<file path="config.mk">
export PLATFORM = sky130hd
export DESIGN_NAME = spdpc_device_flat
export DESIGN_NICKNAME = d
export VERILOG_FILES = /design/src/verilog/spdpc_if.sv /design/src/verilog/spdpc_device.sv /design/src/flat_wrapper.sv
export VERILOG_INCLUDE_DIRS = /design/src /design/src/verilog
export SDC_FILE = /design/constraint.sdc
export NUM_CORES = 1
export LEC_CHECK = 0
export ABC_AREA = 0
export BUFFER_PORTS_ARGS = -buffer_cell sky130_fd_sc_hd__buf_2
export CORE_MARGIN = 8
export CORE_UTILIZATION = 60
export CTS_BUF_LIST = sky130_fd_sc_hd__clkbuf_16
export CTS_CLUSTER_SIZE = 20
export DETAILED_ROUTE_END_ITERATION = 10
export PLACE_DENSITY = 0.92
export SLEW_MARGIN = 10
export SYNTH_ARGS = -nofsm -noshare
export SYNTH_HDL_FRONTEND = slang
export SYNTH_SLANG_ARGS = --single-unit
export TNS_END_PERCENT = 5
</file>
<file path="constraint.sdc">
create_clock -name clk_sys -period 2.8 [get_ports clk_sys]
set_input_delay 0.14 -clock clk_sys [delete_from_list [all_inputs] [get_ports clk_sys]]
set_output_delay 0.14 -clock clk_sys [all_outputs]
set_load 0.01 [all_outputs]
</file>
<file path="src/verilog/spdpc_defs.svh">
// Purpose: Constants for the stepper drive protection control block
// Assumes: 100 MHz clk_sys
// Notes: Times in ns, cycle counts derived from them
`ifndef SPDPC_DEFS_SVH
`define SPDPC_DEFS_SVH
`define SPDPC_CLK_PERIOD_NS 10
`define SPDPC_BLANK_TIME_NS 5500
// Blanking is a least time: round up
`define SPDPC_BLANK_CYCLES ((`SPDPC_BLANK_TIME_NS + `SPDPC_CLK_PERIOD_NS - 1) / `SPDPC_CLK_PERIOD_NS)
`define SPDPC_BLANK_W 10
`define SPDPC_PERIOD_W 16
`define SPDPC_PHASE_IDLE 4'hF
`define SPDPC_EXC_INIT 2'h0
// Phase inputs as seen with A and BB asserted (active low)
`define SPDPC_PHASE_INIT 4'h6
// Winding drive {A,AB,B,BB} with A and BB energised
`define SPDPC_DRIVE_INIT 4'h9
`define SPDPC_WINDINGS 4
`endif

</file>
<file path="src/verilog/spdpc_if.sv">
// Purpose: Link between step controller and driver control logic
// Assumes: Fault line is open drain, pulled up when nobody drives it
// Notes: Phase and reset lines are active low
`timescale 1ns/1ps
`default_nettype none
interface spdpc_if;
    logic phase_a_drive_low;
    logic phase_a_bar_drive_low;
    logic phase_b_drive_low;
    logic phase_b_bar_drive_low;
    logic system_reset_low;
    logic enable;
    logic fault_out;
    logic fault_oe;
    logic fault_low;
    // Open-drain resolution: pulled high unless the driver pulls low
    assign fault_low = fault_oe ? fault_out : 1'b1;
    modport device (
        input phase_a_drive_low, phase_a_bar_drive_low, phase_b_drive_low, phase_b_bar_drive_low,
        input system_reset_low, enable,
        output fault_out, fault_oe
    );
    modport host (
        output phase_a_drive_low, phase_a_bar_drive_low, phase_b_drive_low, phase_b_bar_drive_low,
        output system_reset_low, enable,
        input fault_low
    );
endinterface
`default_nettype wire

</file>
<file path="src/verilog/spdpc_device.sv">
// Purpose: Driver side: winding gating, fault latches, overcurrent blanking
// Assumes: Comparator and thermal inputs are asynchronous to clk_sys
// Notes: Overview of operation
//
// Overview of operation
// - Enable low forces all windings off
// - Enable low freezes state except reset
// - Fault line pulled low on latched fault
// - Faults latch, windings off until reset
// - Host recovers with reset high-low-high
// - Ignore overcurrent 5.5 us each chop
// - Over-threshold current comparator trips latch
// - Over-temperature comparator trips latch
// - Power-on reset initialises internal logic
// - Host keeps enable low under 4.75 V
// - Reset tied high without external reset
// - Host slows down before stopping steps
// - Active-low phases, complementary never both on
// - Reset input low holds device reset
// - Reset release starts at A and BB
//
// Implementation choices: the placing of the registers and strobed register access.
`timescale 1ns/1ps
`default_nettype none
`include "spdpc_defs.svh"
module spdpc_device (
    input wire logic clk_sys,
    input wire logic rstn,
    input wire logic clk_en,
    spdpc_if.device link,
    input wire logic chop_start,
    input wire logic over_current_raw,
    input wire logic over_temp_raw,
    output logic [3:0] winding_on,
    output logic fault_oc,
    output logic fault_ot
);
    typedef struct packed {
        logic [1:0] rst_sync;
        logic [3:0] ph_s1;
        logic [3:0] ph_s2;
        logic [1:0] en_sync;
        logic [1:0] oc_sync;
        logic [1:0] ot_sync;
        logic [1:0] chop_sync;
        logic chop_prev;
        logic [`SPDPC_BLANK_W-1:0] blank_cnt;
        logic oc_latch;
        logic ot_latch;
        logic [3:0] drive;
    } spdpc_dev_state_t;

    spdpc_dev_state_t st_q;
    spdpc_dev_state_t st_d;

    // Pair decode: on only when exactly one side of the pair is asserted.
    // Result is {positive winding, bar winding}; inputs are active low.
    function automatic logic [1:0] spdpc_pair(input logic pos_low, input logic neg_low);
        logic pos_on;
        logic neg_on;
        pos_on = ~pos_low & neg_low;
        neg_on = ~neg_low & pos_low;
        spdpc_pair = {pos_on, neg_on};
    endfunction

    logic gate_open;
    logic ext_reset;
    logic chop_edge;
    logic [1:0] pair_a;
    logic [1:0] pair_b;

    ////////////////////////////////////////////////////////////////////
    always_comb begin
        st_d = st_q;
        // Reset pin is never frozen by enable, so it is sampled every clock
        st_d.rst_sync = {st_q.rst_sync[0], link.system_reset_low};
        st_d.en_sync = {st_q.en_sync[0], link.enable};
        ext_reset = ~st_q.rst_sync[1];
        chop_edge = st_q.chop_sync[1] & ~st_q.chop_prev;
        pair_a = spdpc_pair(st_q.ph_s2[3], st_q.ph_s2[2]);
        pair_b = spdpc_pair(st_q.ph_s2[1], st_q.ph_s2[0]);
        if (ext_reset) begin
            // Holding reset restarts the excitation at A and BB
            st_d.oc_latch = 1'b0;
            st_d.ot_latch = 1'b0;
            st_d.blank_cnt = '0;
            st_d.ph_s1 = `SPDPC_PHASE_INIT;
            st_d.ph_s2 = `SPDPC_PHASE_INIT;
            st_d.drive = `SPDPC_DRIVE_INIT;
        end else if (st_q.en_sync[1]) begin
            st_d.ph_s1 = {link.phase_a_drive_low, link.phase_a_bar_drive_low,
                          link.phase_b_drive_low, link.phase_b_bar_drive_low};
            st_d.ph_s2 = st_q.ph_s1;
            st_d.oc_sync = {st_q.oc_sync[0], over_current_raw};
            st_d.ot_sync = {st_q.ot_sync[0], over_temp_raw};
            st_d.chop_sync = {st_q.chop_sync[0], chop_start};
            st_d.chop_prev = st_q.chop_sync[1];
            if (chop_edge) begin
                st_d.blank_cnt = `SPDPC_BLANK_W'(`SPDPC_BLANK_CYCLES);
            end else if (st_q.blank_cnt != '0) begin
                st_d.blank_cnt = st_q.blank_cnt - 1'b1;
            end
            // Comparator only counts once blanking has run out
            if (st_q.oc_sync[1] && st_q.blank_cnt == '0 && !chop_edge) begin
                st_d.oc_latch = 1'b1;
            end
            if (st_q.ot_sync[1]) begin
                st_d.ot_latch = 1'b1;
            end
            st_d.drive = {pair_a, pair_b};
        end
    end

    // rstn models the internal power-on reset
    always_ff @(posedge clk_sys) begin
        if (!rstn) begin
            // Synchronisers start low, so the reset pin reads as held
            // for two clocks after power-on and restarts the excitation
            st_q.rst_sync <= '0;
            st_q.ph_s1 <= `SPDPC_PHASE_IDLE;
            st_q.ph_s2 <= `SPDPC_PHASE_IDLE;
            st_q.en_sync <= '0;
            st_q.oc_sync <= '0;
            st_q.ot_sync <= '0;
            st_q.chop_sync <= '0;
            st_q.chop_prev <= 1'b0;
            st_q.blank_cnt <= '0;
            st_q.oc_latch <= 1'b0;
            st_q.ot_latch <= 1'b0;
            st_q.drive <= `SPDPC_DRIVE_INIT;
        end else if (clk_en) begin
            st_q <= st_d;
        end
    end

    ////////////////////////////////////////////////////////////////////
    // Windings gate off on fault or enable low; gating is after the drive flops
    // so a fault cuts current in the cycle it latches
    assign gate_open = st_q.en_sync[1] & ~st_q.oc_latch & ~st_q.ot_latch;
    genvar gi;
    generate
        for (gi = 0; gi < `SPDPC_WINDINGS; gi++) begin : g_wind
            // Each winding gated on its own: no path bypasses a latched fault
            assign winding_on[gi] = gate_open & st_q.drive[gi];
        end
    endgenerate
    assign fault_oc = st_q.oc_latch;
    assign fault_ot = st_q.ot_latch;
    assign link.fault_out = 1'b0;
    assign link.fault_oe = st_q.oc_latch | st_q.ot_latch;
endmodule
`default_nettype wire

</file>
<file path="src/flat_wrapper.sv">
// flat-port wrapper written by rule: the top's interface ports become plain ports
module spdpc_device_flat 
  (clk_sys, rstn, clk_en, chop_start, over_current_raw, over_temp_raw, winding_on, fault_oc, fault_ot, link_phase_a_drive_low, link_phase_a_bar_drive_low, link_phase_b_drive_low, link_phase_b_bar_drive_low, link_system_reset_low, link_enable, link_fault_out, link_fault_oe);
  spdpc_if link_i ();
  input wire logic clk_sys;
  input wire logic rstn;
  input wire logic clk_en;
  input wire logic chop_start;
  input wire logic over_current_raw;
  input wire logic over_temp_raw;
  output logic [3:0] winding_on;
  output logic fault_oc;
  output logic fault_ot;
  input wire logic [$bits(link_i.phase_a_drive_low)-1:0] link_phase_a_drive_low;
  input wire logic [$bits(link_i.phase_a_bar_drive_low)-1:0] link_phase_a_bar_drive_low;
  input wire logic [$bits(link_i.phase_b_drive_low)-1:0] link_phase_b_drive_low;
  input wire logic [$bits(link_i.phase_b_bar_drive_low)-1:0] link_phase_b_bar_drive_low;
  input wire logic [$bits(link_i.system_reset_low)-1:0] link_system_reset_low;
  input wire logic [$bits(link_i.enable)-1:0] link_enable;
  output wire logic [$bits(link_i.fault_out)-1:0] link_fault_out;
  output wire logic [$bits(link_i.fault_oe)-1:0] link_fault_oe;
  assign link_i.phase_a_drive_low = link_phase_a_drive_low;
  assign link_i.phase_a_bar_drive_low = link_phase_a_bar_drive_low;
  assign link_i.phase_b_drive_low = link_phase_b_drive_low;
  assign link_i.phase_b_bar_drive_low = link_phase_b_bar_drive_low;
  assign link_i.system_reset_low = link_system_reset_low;
  assign link_i.enable = link_enable;
  assign link_fault_out = link_i.fault_out;
  assign link_fault_oe = link_i.fault_oe;
  spdpc_device u_core (.clk_sys(clk_sys), .rstn(rstn), .clk_en(clk_en), .link(link_i), .chop_start(chop_start), .over_current_raw(over_current_raw), .over_temp_raw(over_temp_raw), .winding_on(winding_on), .fault_oc(fault_oc), .fault_ot(fault_ot));
endmodule
</file>
==> flow_metrics.tcl <==
set metrics [dict create \
    vdd_ir_drop_max_uv 694 \
    avgSynthCellArea_um2 8.52 \
    grt_max_degree 22 \
    dpl.hpwl_um 2460 \
    clk_path_buf_depth 2 \
    worstSetupEndpointType "flip-flop" \
    initial_core_util_pct 62.9 \
    hold_ws_ps 79.4 \
    clock_sinks 35 \
    timing.final.crit_share_pct 71.0 \
    rsz0062_at_grt "no" \
    grt_usage_pct 16.8 \
    core_area_um2 2480 \
    clkLatencyLatePin_ps 280 \
    hold_path.class "input pin to flip-flop" \
    via_count 1388 \
    drt_iter0_drc 109 \
    slew_violations 0 \
    dr.pass1.iters 4 \
    place_ws_ps 852 \
    yosys_most_used_dff "dfxtp_1" \
    postCtsHoldBufs 0 \
    hold_viol 0 \
    finalPower_mw 1.18 \
    die_w_um 67.0 \
    cpMaxStageDelayCell "or4b_1" \
    crit_required_ps 2950 \
    gp_congestion 0.958 \
    grt_first_pass_wirelength_um 5920 \
    synthDistinctLibCells 44 \
    drive_above_1_share_pct 14.5 \
    ys_async_sr_fraction_pct 0 \
    cp_top_family "simple AND/OR/NAND/NOR gates" \
    switching_share_pct 24.2 \
    grt-ovfl-total 0 \
    fin_ws_ps 813 \
    area_delta_synth_final_pct 15.0 \
    cts_setup_buffers 0 \
    routed_wl_um 3530 \
    p_leak_nw 0.761 \
    drc 0 \
    die_h_um 67.0 \
    tns_ps 0 \
    netSwitchingPower_uw 285 \
    vias_per_cell 6.03 \
    cp.arrival_ps 2140 \
    post_cts_resized 0 \
    nNetsFinal 212 \
    maxCapViolCount 0 \
    cts_root_buf "clkbuf_16" \
    status "complete, no violations" \
    synth_edf_count 0 \
    p_seq_share_pct 45.1 \
    slowest_delay_ps 480 \
    powerDensity_nw_per_um2 656 \
    antennaDiodeCount 0 \
    syn_inst 183 \
    yosysSeqAreaShare_pct 44.9 \
    design.portCount 20 \
    pwr-share-comb_pct 9.8 \
    cts_tree "done" \
    port_buffers 18 \
    clk_pin_slew_worst_paths_ps 50 \
    rows 18 \
    grt_pass1_vias 1363 \
    syn_area_um2 1560 \
    cp_max_fo 8 \
    slew-limit-headroom_pct 31.5 \
    clock_skew_ps 4.21 \
    fmax_mhz 503 \
    setup_viol 0 \
    cts_max_level 2 \
    path_class "flip-flop to flip-flop" \
    clock_power_share_pct 45.1 \
    yosysWarnings 0 \
    crit_path_start_kind "flip-flop" \
    final_util_pct 72.4 \
    grt_antenna_before_repair 0 \
    p_int_uw 891 \
    ys_ff_latch 35 \
    path_buf_inv 1 \
    wire_per_inst_um 15.3 \
    cts_buffers 5 \
    fin_crit_ps 1990 \
    cp_cell_sequence "inv_1, ha_1, or4b_1, nor3_2, a211oi_1, mux2i_1" \
    tightest_slew_ps 1020 \
    die_area_um2 4490 \
    syn_nets 196 \
    final_antenna_net_count 0 \
]
-- area by class of cell --
| cell class | count | area (um2) |
|---|---|---|
| clock buffer | 5 | 125 |
| clock inverter | 3 | 20.0 |
| fill | 195 | 684 |
| inverter | 11 | 41.3 |
| multi-input combinational | 128 | 778 |
| sequential | 35 | 701 |
| tap | 30 | 37.5 |
| timing repair buffer | 18 | 90.1 |
-- registers in the layout (all words and copies together) (netlist names) --
signal,count
u_core.st_d,2
u_core.st_q,31
u_core.fault_ot,1
u_core.fault_oc,1
-- placed cells by master, fill, tap and decap left out, drive strengths merged, types with 3 or more instances in the layout --
cell type,instances
a21oi,12
a221o,4
and3,5
buf,18
clkbuf,5
dfxtp,35
inv,11
mux2i,8
nand2,33
nand2b,5
nand3,5
nor2,13
nor3,6
or4,3
-- routing by layer --
metal	up-vias	share of wire (%)	track usage (%)
met5	-	0	0
met4	0	0.85	10.4
met3	4	5.8	5.37
met2	48	50	27.0
met1	648	43	18.9
li1	688	-	-
-- worst paths after layout --
| kind | to | slack [ps] | depth (start not counted) | start |
|---|---|---|---|---|
| worst max-delay path | u_core.st_q[9] | 810 | 6 | u_core.st_q[7] |
| worst max register to register | u_core.st_q[9] | 810 | 6 | u_core.st_q[7] |
| worst min-delay path | u_core.st_q[31] | 80 | 3 | link_phase_a_bar_drive_low |
| worst min register to register | u_core.st_q[16] | 460 | 2 | u_core.st_q[16] |
-- Yosys cell counts, types with 4 or more instances --
library cell	n	share of area, %
nand3_1	5	1.6
mux2i_1	8	5.1
nor2_1	13	3.1
nand2b_1	5	2.0
dfxtp_1	35	45
inv_1	11	2.6
clkbuf_1	6	1.4
nand2_1	33	7.9
and3_1	5	2.0
a221o_1	4	2.6
a21oi_1	12	3.9
nor3_1	5	1.6
-- worst register-to-register path, delay by kind of cell, from the launching register on --
kind	cells	cell delay, ps
buffers and inverters	1	100
and+or+nand+nor	2	900
DFF	1	340
AOI/OAI and AO/OA	1	190
adders and majority gates	1	190
muxes	1	150
-- power groups by stage --
stage          sequential [mW]  clock (mW)  combinational (mW)
6_report                 0.531       0.530               0.116
5_1_grt                  0.533       0.562               0.127
4_1_cts                  0.530       0.536               0.114
3_5_place_dp             0.541           0               0.113
3_3_place_gp             0.539           0               0.109
2_1_floorplan            0.535           0              0.0907
-- per-stage QoR --
| stage | instance area, um2 | cells |
|---|---|---|
| after global placement | 1650 | 222 |
| after CTS | 1790 | 230 |
| after global routing | 1790 | 230 |
| final | 1790 | 230 |
| after floorplan | 1560 | 183 |
| after detailed placement | 1650 | 222 |
-- cell families (layout without fill, tap and decap cells) --
logic type               after synthesis  count (layout)  synth area share (%)
multiplexers                           8               8                  5.14
adder cells (fa/ha/maj)                1               1                 0.802
flip-flops                            35              35                  44.9
AND/OR/NAND/NOR                       80              80                  25.9
buffers and inverters                 20              37                  5.14
AO/OA/AOI/OAI                         38              38                  17.8
other                                  1               1                 0.241
Power figures use the tool's default switching activity.
